$ cat src/prsr_pkg.sv
// Package for the reference switchover and reference divider control block.
// Holds register indices, field positions, reset values and mode encodings.
// Assumes a 32-bit Avalon-MM register bus with word-aligned registers.
package prsr_pkg;

   // Register indices; byte address is four times the index
   localparam logic [5:0] IDX_LOOP_CTRL = 6'h10;  // Power-down, pump mode, polarity
   localparam logic [5:0] IDX_RDIV_LO = 6'h11;    // Divider bits 7:0
   localparam logic [5:0] IDX_RDIV_HI = 6'h12;    // Divider bits 13:8
   localparam logic [5:0] IDX_ABL = 6'h17;        // Antibacklash width
   localparam logic [5:0] IDX_SYNC_CTRL = 6'h19;  // Sync pin reset enable
   localparam logic [5:0] IDX_REF_CTRL = 6'h1C;   // Input type, switchover control
   localparam logic [5:0] IDX_REF_SEL = 6'h1D;    // Manual reference selection
   localparam logic [5:0] IDX_AUX_CTRL = 6'h20;   // Divider resets, pump current
   localparam logic [5:0] IDX_STATUS = 6'h21;     // Read-only switchover status

   // Reset values
   localparam logic [7:0] RST_LOOP_CTRL = 8'h01;  // Loop powered down
   localparam logic [7:0] RST_ZERO = 8'h00;

   // Loop control fields
   localparam int LOOP_PD_LO = 0;
   localparam int LOOP_PD_HI = 1;
   localparam logic [1:0] LOOP_PD_ON = 2'h0;      // Normal operation
   localparam int CP_MODE_LO = 4;
   localparam int CP_MODE_HI = 6;
   localparam int PD_POL_BIT = 7;

   // Charge pump mode encodings
   localparam logic [2:0] CP_MODE_HIZ = 3'h0;     // High impedance, holdover
   localparam logic [2:0] CP_MODE_UP = 3'h1;      // Constant pump up, test
   localparam logic [2:0] CP_MODE_DOWN = 3'h2;    // Constant pump down, test
   localparam logic [2:0] CP_MODE_NORMAL = 3'h3;  // Normal locking

   // Divider fields
   localparam int RDIV_W = 14;
   localparam int RDIV_HI_W = 6;
   localparam logic [RDIV_W-1:0] RDIV_ONE = 14'h0001;
   localparam int ABL_W = 2;
   localparam int SYNC_EN_LO = 6;
   localparam int SYNC_EN_HI = 7;

   // Reference control fields
   localparam int REF_DIFF_BIT = 0;     // Differential input selected
   localparam int REF_PRI_EN_BIT = 1;   // Primary single-ended buffer enable
   localparam int REF_SEC_EN_BIT = 2;   // Secondary single-ended buffer enable
   localparam int REF_STAY_BIT = 3;     // Stay on secondary, no revert
   localparam int REF_AUTO_BIT = 4;     // Automatic switchover mode
   localparam int REF_DGL_OFF_BIT = 7;  // Deglitch disabled

   // Manual selection fields
   localparam int SEL_SEC_BIT = 0;      // Register chooses secondary
   localparam int SEL_PIN_BIT = 1;      // Select pin has control

   // Auxiliary control fields
   localparam int AUX_RRST_BIT = 0;     // Divider own reset
   localparam int AUX_SHRST_BIT = 1;    // Shared counter reset
   localparam int AUX_CUR_LO = 2;
   localparam int AUX_CUR_HI = 4;

   // Status fields
   localparam int ST_ACT_SEC_BIT = 0;
   localparam int ST_MISSING_BIT = 1;
   localparam int ST_DGL_HOLD_BIT = 2;

   // Monitor thresholds
   localparam logic [1:0] MISS_FALLS = 2'h2;   // Secondary falls without primary edge
   localparam logic [2:0] RETURN_RISES = 3'h4; // Primary rises to declare return

   // Switchover states, Gray along primary, wait, secondary
   typedef enum logic [1:0] {
      SW_PRIMARY = 2'h0,
      SW_WAIT_SEC = 2'h1,
      SW_SECONDARY = 2'h3
   } prsr_state_t;

endpackage : prsr_pkg

$ cat src/prsr_top.sv
// Reference switchover, input buffer control and reference divider for a PLL.
// Assumes reference clocks slower than a quarter of i_core_clk, sampled as pins.
// Operation
// - Switchover only in single-ended input mode
// - Primary missing after two secondary falls
// - Secondary routed from next secondary rising edge
// - Revert after four primary rises when allowed
// - Stay mode: return via manual selection
// - Two auto modes: prefer-primary, stay-on-secondary
// - Manual choice by register or select pin
// - Deglitch blocks misaligned edges while switching
// - Fourteen-bit divider set through two bytes
// - Settings zero and one divide by one
// - Divider output feeds phase detector input
// - Divider reset by own, shared, sync
// - Three-bit charge pump mode field
// - Charge pump current in eight steps
// - Two-bit antibacklash width field
// - Register selects differential or single-ended
// - All reference inputs off after reset
// - Differential buffer down unless selected and on
// - Single-ended buffer down by loop or bit
// - Differential mode powers down single-ended buffers
// - Sync pin counter reset enabled, default off
//
// Register access over Avalon-MM and the placing of the registers were chosen for this implementation.
`timescale 1ns/1ps
`default_nettype none

module prsr_top (
   // Clock and reset
   input wire logic i_core_clk,
   input wire logic i_rstn,
   // Avalon-MM slave
   input wire logic [7:0] i_avs_address,
   input wire logic i_avs_read,
   input wire logic i_avs_write,
   input wire logic [31:0] i_avs_writedata,
   input wire logic [3:0] i_avs_byteenable,
   output logic [31:0] o_avs_readdata,
   output logic o_avs_waitrequest,
   // Reference and control pins
   input wire logic i_primary_ref,
   input wire logic i_secondary_ref,
   input wire logic i_ref_select_pin,
   input wire logic i_sync_n,
   // Phase detector side
   output logic o_phase_detector_ref,
   output logic o_phase_detector_polarity,
   output logic [1:0] o_antibacklash_width,
   // Charge pump side
   output logic [2:0] o_charge_pump_mode,
   output logic [2:0] o_charge_pump_current,
   // Buffer power and status
   output logic o_loop_powered_down,
   output logic o_diff_buf_pd,
   output logic o_primary_buf_pd,
   output logic o_secondary_buf_pd,
   output logic o_active_secondary,
   output logic o_primary_missing
);

   // Reset synchroniser
   logic rst_meta;
   logic rst_n;

   always_ff @(posedge i_core_clk or negedge i_rstn) begin
      if (!i_rstn) begin
         rst_meta <= 1'b0;
         rst_n <= 1'b0;
      end else begin
         rst_meta <= 1'b1;
         rst_n <= rst_meta;
      end
   end

   // Pin synchronisers: first stage, second stage, previous sample
   logic [3:0] pin_meta;
   logic [3:0] pin_sync;
   logic [1:0] ref_prev;
   wire [3:0] pin_raw = {i_sync_n, i_ref_select_pin, i_secondary_ref, i_primary_ref};

   always_ff @(posedge i_core_clk or negedge rst_n) begin
      if (!rst_n) begin
         pin_meta <= 4'hC;
         pin_sync <= 4'hC;
         ref_prev <= 2'h0;
      end else begin
         pin_meta <= pin_raw;
         pin_sync <= pin_meta;
         ref_prev <= pin_sync[1:0];
      end
   end

   // Edge events on the synchronised references
   wire pri_rise = pin_sync[0] & ~ref_prev[0];
   wire pri_edge = pin_sync[0] ^ ref_prev[0];
   wire sec_rise = pin_sync[1] & ~ref_prev[1];
   wire sec_fall = ~pin_sync[1] & ref_prev[1];
   wire sel_pin = pin_sync[2];
   wire sync_active = ~pin_sync[3];

   // Configuration registers
   localparam int RDIV_HI_W_L = prsr_pkg::RDIV_HI_W;
   localparam int RDIV_W_L = prsr_pkg::RDIV_W;
   logic [7:0] loop_ctrl;
   logic [7:0] rdiv_lo;
   logic [RDIV_HI_W_L-1:0] rdiv_hi;
   logic [1:0] abl;
   logic [1:0] sync_en;
   logic [7:0] ref_ctrl;
   logic [1:0] ref_sel;
   logic [4:0] aux_ctrl;

   // Bus decode
   wire [5:0] idx = i_avs_address[7:2];
   logic bus_ack;
   wire req = i_avs_read | i_avs_write;
   // Writes land only at the edge where waitrequest is low
   wire wr_go = i_avs_write & bus_ack & i_avs_byteenable[0];
   wire [7:0] wd = i_avs_writedata[7:0];
   wire wr_loop = wr_go && (idx == prsr_pkg::IDX_LOOP_CTRL);
   wire wr_rlo = wr_go && (idx == prsr_pkg::IDX_RDIV_LO);
   wire wr_rhi = wr_go && (idx == prsr_pkg::IDX_RDIV_HI);
   wire wr_abl = wr_go && (idx == prsr_pkg::IDX_ABL);
   wire wr_sync = wr_go && (idx == prsr_pkg::IDX_SYNC_CTRL);
   wire wr_ref = wr_go && (idx == prsr_pkg::IDX_REF_CTRL);
   wire wr_sel = wr_go && (idx == prsr_pkg::IDX_REF_SEL);
   wire wr_aux = wr_go && (idx == prsr_pkg::IDX_AUX_CTRL);

   // Answer one cycle after the request appears
   assign o_avs_waitrequest = req & ~bus_ack;

   always_ff @(posedge i_core_clk or negedge rst_n) begin
      if (!rst_n) begin
         bus_ack <= 1'b0;
      end else begin
         bus_ack <= req & ~bus_ack;
      end
   end

   // Register writes; everything but deglitch defaults to off
   always_ff @(posedge i_core_clk or negedge rst_n) begin
      if (!rst_n) begin
         loop_ctrl <= prsr_pkg::RST_LOOP_CTRL;
         rdiv_lo <= prsr_pkg::RST_ZERO;
         rdiv_hi <= '0;
         abl <= '0;
         sync_en <= '0;
         ref_ctrl <= prsr_pkg::RST_ZERO;
         ref_sel <= '0;
         aux_ctrl <= '0;
      end else begin
         if (wr_loop) loop_ctrl <= wd;
         if (wr_rlo) rdiv_lo <= wd;
         if (wr_rhi) rdiv_hi <= wd[RDIV_HI_W_L-1:0];
         if (wr_abl) abl <= wd[prsr_pkg::ABL_W-1:0];
         if (wr_sync) sync_en <= wd[prsr_pkg::SYNC_EN_HI:prsr_pkg::SYNC_EN_LO];
         if (wr_ref) ref_ctrl <= wd;
         if (wr_sel) ref_sel <= wd[1:0];
         if (wr_aux) aux_ctrl <= wd[4:0];
      end
   end

   // Decoded controls
   wire loop_on = (loop_ctrl[prsr_pkg::LOOP_PD_HI:prsr_pkg::LOOP_PD_LO] == prsr_pkg::LOOP_PD_ON);
   wire diff_mode = ref_ctrl[prsr_pkg::REF_DIFF_BIT];
   wire pri_en = ref_ctrl[prsr_pkg::REF_PRI_EN_BIT];
   wire sec_en = ref_ctrl[prsr_pkg::REF_SEC_EN_BIT];
   wire stay_mode = ref_ctrl[prsr_pkg::REF_STAY_BIT];
   wire auto_mode = ref_ctrl[prsr_pkg::REF_AUTO_BIT] & ~diff_mode;
   wire deglitch_on = ~ref_ctrl[prsr_pkg::REF_DGL_OFF_BIT];
   // Manual selection from pin or register
   wire manual_sec = ref_sel[prsr_pkg::SEL_PIN_BIT] ? sel_pin : ref_sel[prsr_pkg::SEL_SEC_BIT];

   // Buffer power-down terms
   wire diff_pd = ~loop_on | ~diff_mode;
   wire pri_pd = ~loop_on | ~pri_en | diff_mode;
   wire sec_pd = ~loop_on | ~sec_en | diff_mode;

   // Primary monitor counters
   logic [1:0] miss_cnt;
   logic [2:0] ret_cnt;
   wire missing = (miss_cnt == prsr_pkg::MISS_FALLS);
   wire returned = (ret_cnt == prsr_pkg::RETURN_RISES);
   wire miss_event = sec_fall && (miss_cnt == prsr_pkg::MISS_FALLS - 2'h1);

   // Counts secondary falls since the last primary edge and primary rises since loss
   always_ff @(posedge i_core_clk or negedge rst_n) begin
      if (!rst_n) begin
         miss_cnt <= '0;
         ret_cnt <= '0;
      end else begin
         if (pri_edge) begin
            miss_cnt <= '0; // Any primary edge proves it alive
         end else if (sec_fall && !missing) begin
            miss_cnt <= miss_cnt + 2'h1;
         end
         if (miss_event || (missing && sec_fall)) begin
            ret_cnt <= '0; // Two secondary falls between primary edges
         end else if (pri_rise && !returned) begin
            ret_cnt <= ret_cnt + 3'h1;
         end
      end
   end

   // Switchover state machine
   prsr_pkg::prsr_state_t sw_state;
   prsr_pkg::prsr_state_t next_sw_state;

   always_comb begin
      next_sw_state = sw_state;
      if (diff_mode) begin
         next_sw_state = prsr_pkg::SW_PRIMARY;
      end else if (!auto_mode) begin
         // Manual mode follows the selection, which also rearms auto
         next_sw_state = manual_sec ? prsr_pkg::SW_SECONDARY : prsr_pkg::SW_PRIMARY;
      end else begin
         case (sw_state)
            prsr_pkg::SW_PRIMARY: begin
               if (missing) next_sw_state = prsr_pkg::SW_WAIT_SEC;
            end
            prsr_pkg::SW_WAIT_SEC: begin
               if (sec_rise) next_sw_state = prsr_pkg::SW_SECONDARY;
            end
            prsr_pkg::SW_SECONDARY: begin
               // Prefer-primary reverts, stay mode holds
               if (!stay_mode && returned && !missing) next_sw_state = prsr_pkg::SW_PRIMARY;
            end
            default: begin
               next_sw_state = prsr_pkg::SW_PRIMARY;
            end
         endcase
      end
   end

   always_ff @(posedge i_core_clk or negedge rst_n) begin
      if (!rst_n) begin
         sw_state <= prsr_pkg::SW_PRIMARY;
      end else begin
         sw_state <= next_sw_state;
      end
   end

   // Deglitch: after a change of reference, no edge passes until the new one rises
   wire want_sec = (sw_state == prsr_pkg::SW_SECONDARY);
   logic mux_sec;
   logic dgl_hold;
   wire sel_rise = mux_sec ? sec_rise : pri_rise;
   wire sel_alive = mux_sec ? ~sec_pd : (diff_mode ? ~diff_pd : ~pri_pd);

   always_ff @(posedge i_core_clk or negedge rst_n) begin
      if (!rst_n) begin
         mux_sec <= 1'b0;
         dgl_hold <= 1'b0;
      end else begin
         if (want_sec != mux_sec) begin
            mux_sec <= want_sec;
            dgl_hold <= deglitch_on;
         end else if (sel_rise || !deglitch_on) begin
            dgl_hold <= 1'b0; // First edge of the new reference is aligned
         end
      end
   end

   // Reference edge presented to the divider
   wire div_in = sel_rise & sel_alive & loop_on & ~dgl_hold;

   // Reference divider
   wire [RDIV_W_L-1:0] r_set = {rdiv_hi, rdiv_lo};
   wire [RDIV_W_L-1:0] r_eff = (r_set <= prsr_pkg::RDIV_ONE) ? prsr_pkg::RDIV_ONE : r_set;
   wire r_reset = aux_ctrl[prsr_pkg::AUX_RRST_BIT] | aux_ctrl[prsr_pkg::AUX_SHRST_BIT]
                  | ((|sync_en) & sync_active);
   logic [RDIV_W_L-1:0] r_cnt;
   // Wrap at or past the end, so a setting lowered below the count cannot run away
   wire r_wrap = (r_cnt >= r_eff - prsr_pkg::RDIV_ONE);

   always_ff @(posedge i_core_clk or negedge rst_n) begin
      if (!rst_n) begin
         r_cnt <= '0;
      end else if (r_reset) begin
         r_cnt <= '0;
      end else if (div_in) begin
         r_cnt <= r_wrap ? '0 : r_cnt + prsr_pkg::RDIV_ONE;
      end
   end

   // Registered outputs
   always_ff @(posedge i_core_clk or negedge rst_n) begin
      if (!rst_n) begin
         o_phase_detector_ref <= 1'b0;
         o_phase_detector_polarity <= 1'b0;
         o_antibacklash_width <= '0;
         o_charge_pump_mode <= prsr_pkg::CP_MODE_HIZ;
         o_charge_pump_current <= '0;
         o_loop_powered_down <= 1'b1;
         o_diff_buf_pd <= 1'b1;
         o_primary_buf_pd <= 1'b1;
         o_secondary_buf_pd <= 1'b1;
         o_active_secondary <= 1'b0;
         o_primary_missing <= 1'b0;
      end else begin
         o_phase_detector_ref <= div_in & r_wrap & ~r_reset;
         o_phase_detector_polarity <= loop_ctrl[prsr_pkg::PD_POL_BIT];
         o_antibacklash_width <= abl;
         o_charge_pump_mode <= loop_ctrl[prsr_pkg::CP_MODE_HI:prsr_pkg::CP_MODE_LO];
         o_charge_pump_current <= aux_ctrl[prsr_pkg::AUX_CUR_HI:prsr_pkg::AUX_CUR_LO];
         o_loop_powered_down <= ~loop_on;
         o_diff_buf_pd <= diff_pd;
         o_primary_buf_pd <= pri_pd;
         o_secondary_buf_pd <= sec_pd;
         o_active_secondary <= mux_sec;
         o_primary_missing <= missing & ~diff_mode;
      end
   end

   // Read data mux, unmapped reads give zero
   logic [7:0] rd_byte;

   always_comb begin
      if (idx == prsr_pkg::IDX_LOOP_CTRL) rd_byte = loop_ctrl;
      else if (idx == prsr_pkg::IDX_RDIV_LO) rd_byte = rdiv_lo;
      else if (idx == prsr_pkg::IDX_RDIV_HI) rd_byte = {2'h0, rdiv_hi};
      else if (idx == prsr_pkg::IDX_ABL) rd_byte = {6'h00, abl};
      else if (idx == prsr_pkg::IDX_SYNC_CTRL) rd_byte = {sync_en, 6'h00};
      else if (idx == prsr_pkg::IDX_REF_CTRL) rd_byte = ref_ctrl;
      else if (idx == prsr_pkg::IDX_REF_SEL) rd_byte = {6'h00, ref_sel};
      else if (idx == prsr_pkg::IDX_AUX_CTRL) rd_byte = {3'h0, aux_ctrl};
      else if (idx == prsr_pkg::IDX_STATUS) rd_byte = {5'h00, dgl_hold, missing, mux_sec};
      else rd_byte = 8'h00;
   end

   // Read data captured at the answering edge, held until the next read
   always_ff @(posedge i_core_clk or negedge rst_n) begin
      if (!rst_n) begin
         o_avs_readdata <= 32'h0000_0000;
      end else if (i_avs_read && !bus_ack) begin
         o_avs_readdata <= {24'h000000, rd_byte};
      end
   end

endmodule : prsr_top

`default_nettype wire

$ cat config.mk
export PLATFORM = sky130hd
export DESIGN_NAME = prsr_top
export DESIGN_NICKNAME = d
export VERILOG_FILES = /design/src/prsr_pkg.sv /design/src/prsr_top.sv
export SDC_FILE = /design/constraint.sdc
export NUM_CORES = 1
export LEC_CHECK = 0
export BUFFER_PORTS_ARGS = -buffer_cell sky130_fd_sc_hd__clkbuf_2
export CAP_MARGIN = 20
export CORE_ASPECT_RATIO = 1.1
export CORE_MARGIN = 5
export CORE_UTILIZATION = 55
export CTS_BUF_LIST = sky130_fd_sc_hd__clkbuf_4
export CTS_CLUSTER_SIZE = 16
export DETAILED_ROUTE_END_ITERATION = 16
export PLACE_DENSITY = 0.77
export RECOVER_POWER = 50
export SYNTH_ARGS = -nofsm -noshare
export SYNTH_HDL_FRONTEND = slang
export SYNTH_SLANG_ARGS = --single-unit
$ cat constraint.sdc
create_clock -name i_core_clk -period 3.75 [get_ports i_core_clk]
set_input_delay 0.1875 -clock i_core_clk [delete_from_list [all_inputs] [get_ports i_core_clk]]
set_output_delay 0.1875 -clock i_core_clk [all_outputs]
set_load 0.01 [all_outputs]
==> flow_summary.yaml <==
drt:
  viasPerCell: 5.85
  routed_wl_mm: 11.5
  antenna_left: 0
  first_pass_iters: 7
  drtIter0Drc: 223
  drc: 0
  wl_per_cell_um: 17.3
  num_vias: 3906
worst_setup_path:
  crit_path_start_kind: "flip-flop"
  rrSetupSlack_ps: -270
  end_kind: "flip-flop"
  critPathRequiredTime_ps: 4110
  path_class: "reg2reg"
  crit_arrival_ps: 4380
  critPathMaxFanout: 4
clock_network:
  cts_tree: "built"
  cts_root_buffer: "clkbuf_4"
  insertion_delay_ps: 470
  clockBufferDepth: 2
  cts_htree_levels: 3
  numCtsBuffers: 9
  cts_sinks: 101
  path_clk_slew_ps: 160
sta:
  period_share_pct: 107
  max_freq_ghz: 0.249
  slew_violations: 69
  whs_ps: 23.3
  slew_headroom_pct: -78.2
  fin_crit_ps: 4020
  finalSetupViolCount: 15
  final_hold_viol_count: 0
  tightest_slew_ps: 2670
  finalClockSkew_ps: 22.0
  tns_ps: -2960
  setup_slack_ps: -271
  rsz0062_at_grt: "true"
floorplanning:
  core_um2: 9260
  die_h_um: 112
  ioPinCount: 101
  die_w_um: 102
  rows: 37
  start_util_pct: 55.6
  die_area_um2: 11400
logic_synthesis:
  synth_seq_cells: 101
  synth_area_um2: 5150
  ys_warn_count: 0
  syn_inst: 467
  synth_cell_types: 63
  syn_avg_cell_area_um2: 11.0
  synth-edff-count: 0
  ys_async_sr_fraction_pct: 100
  synth_ff_type: "dfrtp_1"
  ys_seq_area_share_pct: 49.3
grt:
  grt-ovfl-total: 0
  grt_pass1_vias: 3951
  grt_antenna_before_repair: 0
  grt_max_degree: 69
  grtUsageTotal_pct: 21.2
  grt_pass1_wl_mm: 19.2
power:
  p_switching_uw: 768
  internal-power_uw: 1580
  vdd_drop_max_v: 0.000195
  p_per_area_nw_per_um2: 399
  p_seq_share_pct: 52.5
  switching_share_pct: 32.7
  pwr-share-comb_pct: 23.8
  clockPowerShare_pct: 23.7
  p_leak_uw: 0.00278
final_layout:
  stdcell_area_um2: 5880
  final_cell_mix: "dfrtp_1, mux2_2, nand2_1"
  nNetsFinal: 619
  diodes: 0
  drive_above_1_share_pct: 26.3
  syn_to_final_growth_pct: 14.1
  final_cells: 668
  final_common_cell: "dfrtp_1"
flow_run:
  cap_violations: 1
run_status:
  violations: "max-capacitance violations, max-slew violations, negative setup slack"
  run_status: "finished with violations"
worst_hold_path:
  hold_class: "in2reg"
placement:
  placement.io_buffers: 47
  globalplace.congestion: 0.872
  dp_cells: 633
  dp_hpwl_mm: 8.22
  pre_cts_ws_ps: -333
  dpl_cell_area_um2: 5500
## area by class of cell
type	count	area, um2
Timing Repair Buffer	81	502
Clock buffer	9	67.6
Tap cell	117	146
Fill cell	753	3380
Clock inverter	7	72.6
Sequential cell	101	2540
Inverter	12	45.0
Multi-Input combinational cell	341	2510
## critical path: stages (launching register included)
cell and delay [ps]:
dfrtp_1 420, or4_4 540, or3_4 360, nor4b_4 260
a21oi_2 100, ha_2 190, nand3b_1 160, nor2_1 80
xnor2_1 200, ha_1 290, buf_4 140, o211ai_1 250
a21oi_2 120, nor4_4 270, nand2_2 170, o41ai_1 380
## routing by layer
layer / share of wire [%] / routed length (um) / track usage [%]
met4: 2.9 / 332 / 8.66
met5: 0 / 0 / 0
met2: 52 / 6060 / 35.6
met3: 4.6 / 534 / 3.26
met1: 40 / 4620 / 27.2
## cells in the mapped netlist (all sizes together), types with 3 or more instances
library cell,n,area share [%]
dfrtp,92,45
mux2,41,9.0
nand2,34,2.5
nor2,32,2.4
buf,28,3.9
ha,21,5.1
nor3,19,2.2
a21oi,18,1.7
o21ai,14,1.4
inv,12,0.87
nand3,12,1.2
xnor2,11,1.9
a22oi,10,1.5
dfstp,9,4.6
nand2b,9,1.1
clkbuf,7,0.51
a31oi,6,0.73
and2,6,0.73
and3,6,0.73
nor2b,6,0.73
nand3b,5,0.73
o211ai,5,0.73
or3,5,0.80
a21o,4,0.58
a222oi,4,0.78
o21a,4,0.58
a32oi,3,0.51
mux2i,3,0.58
nor3b,3,0.53
nor4,3,0.49
o41ai,3,0.51
## final timing paths
check                              startpoint          to  cells after the start
max                                rdiv_hi[1]   r_cnt[10]                     15
max reg2reg                        rdiv_hi[1]   r_cnt[10]                     15
max in group asynchronous               rst_n  rdiv_hi[5]                      0
min                        i_avs_writedata[6]  sync_en[0]                      2
min reg2reg                          rst_meta       rst_n                      0
min in group asynchronous              i_rstn    rst_meta                      3
## power groups by stage
| stage | logic, uW | registers, uW | clock network (uW) |
|---|---|---|---|
| floorplan | 356 | 1240 | 0 |
| global placement | 441 | 1250 | 0 |
| detailed placement | 463 | 1250 | 0 |
| CTS | 513 | 1230 | 574 |
| global route | 623 | 1250 | 613 |
| finish | 558 | 1230 | 555 |
## flip-flops by register name (all words and copies together) (netlist names), 2 cells and up
signal / count
loop_ctrl: 8
miss_cnt: 2
pin_meta: 4
ref_prev: 2
o_avs_readdata: 8
aux_ctrl: 5
ref_ctrl: 8
abl: 2
o_charge_pump_current: 3
r_cnt: 14
rdiv_hi: 6
ret_cnt: 3
pin_sync: 4
sw_state: 2
rdiv_lo: 8
sync_en: 2
o_charge_pump_mode: 3
o_antibacklash_width: 2
ref_sel: 2
## per-stage QoR
step                      total power, uW  utilization, %
final                                2350            63.5
after global routing                 2480            63.5
after CTS                            2320            62.8
after detailed placement             1720            59.4
after global placement               1690            59.4
after floorplan                      1600               -
## cell families (layout without fill, tap and decap cells)
kind of cell | after synthesis | in the layout | share of synthesized area [%]
buffers and inverters | 48 | 109 | 5.95
AO/OA/AOI/OAI | 88 | 88 | 12.0
multiplexers | 44 | 44 | 9.54
flip-flops | 101 | 101 | 49.3
AND/OR/NAND/NOR | 151 | 151 | 16.0
other | 2 | 25 | 0.146
adder cells (fa/ha/maj) | 21 | 21 | 5.10
XOR/XNOR | 12 | 12 | 2.04
## timing repair
item,4_1_cts,5_1_grt
hold buffers,11,0
setup endpoints to repair,15,15
buffers inserted,5,2
cloned,1,0
pin swaps,18,4
hold endpoints to repair,11,0
gates resized for setup,8,12
Note: power is estimated with default switching activity, not from simulation.
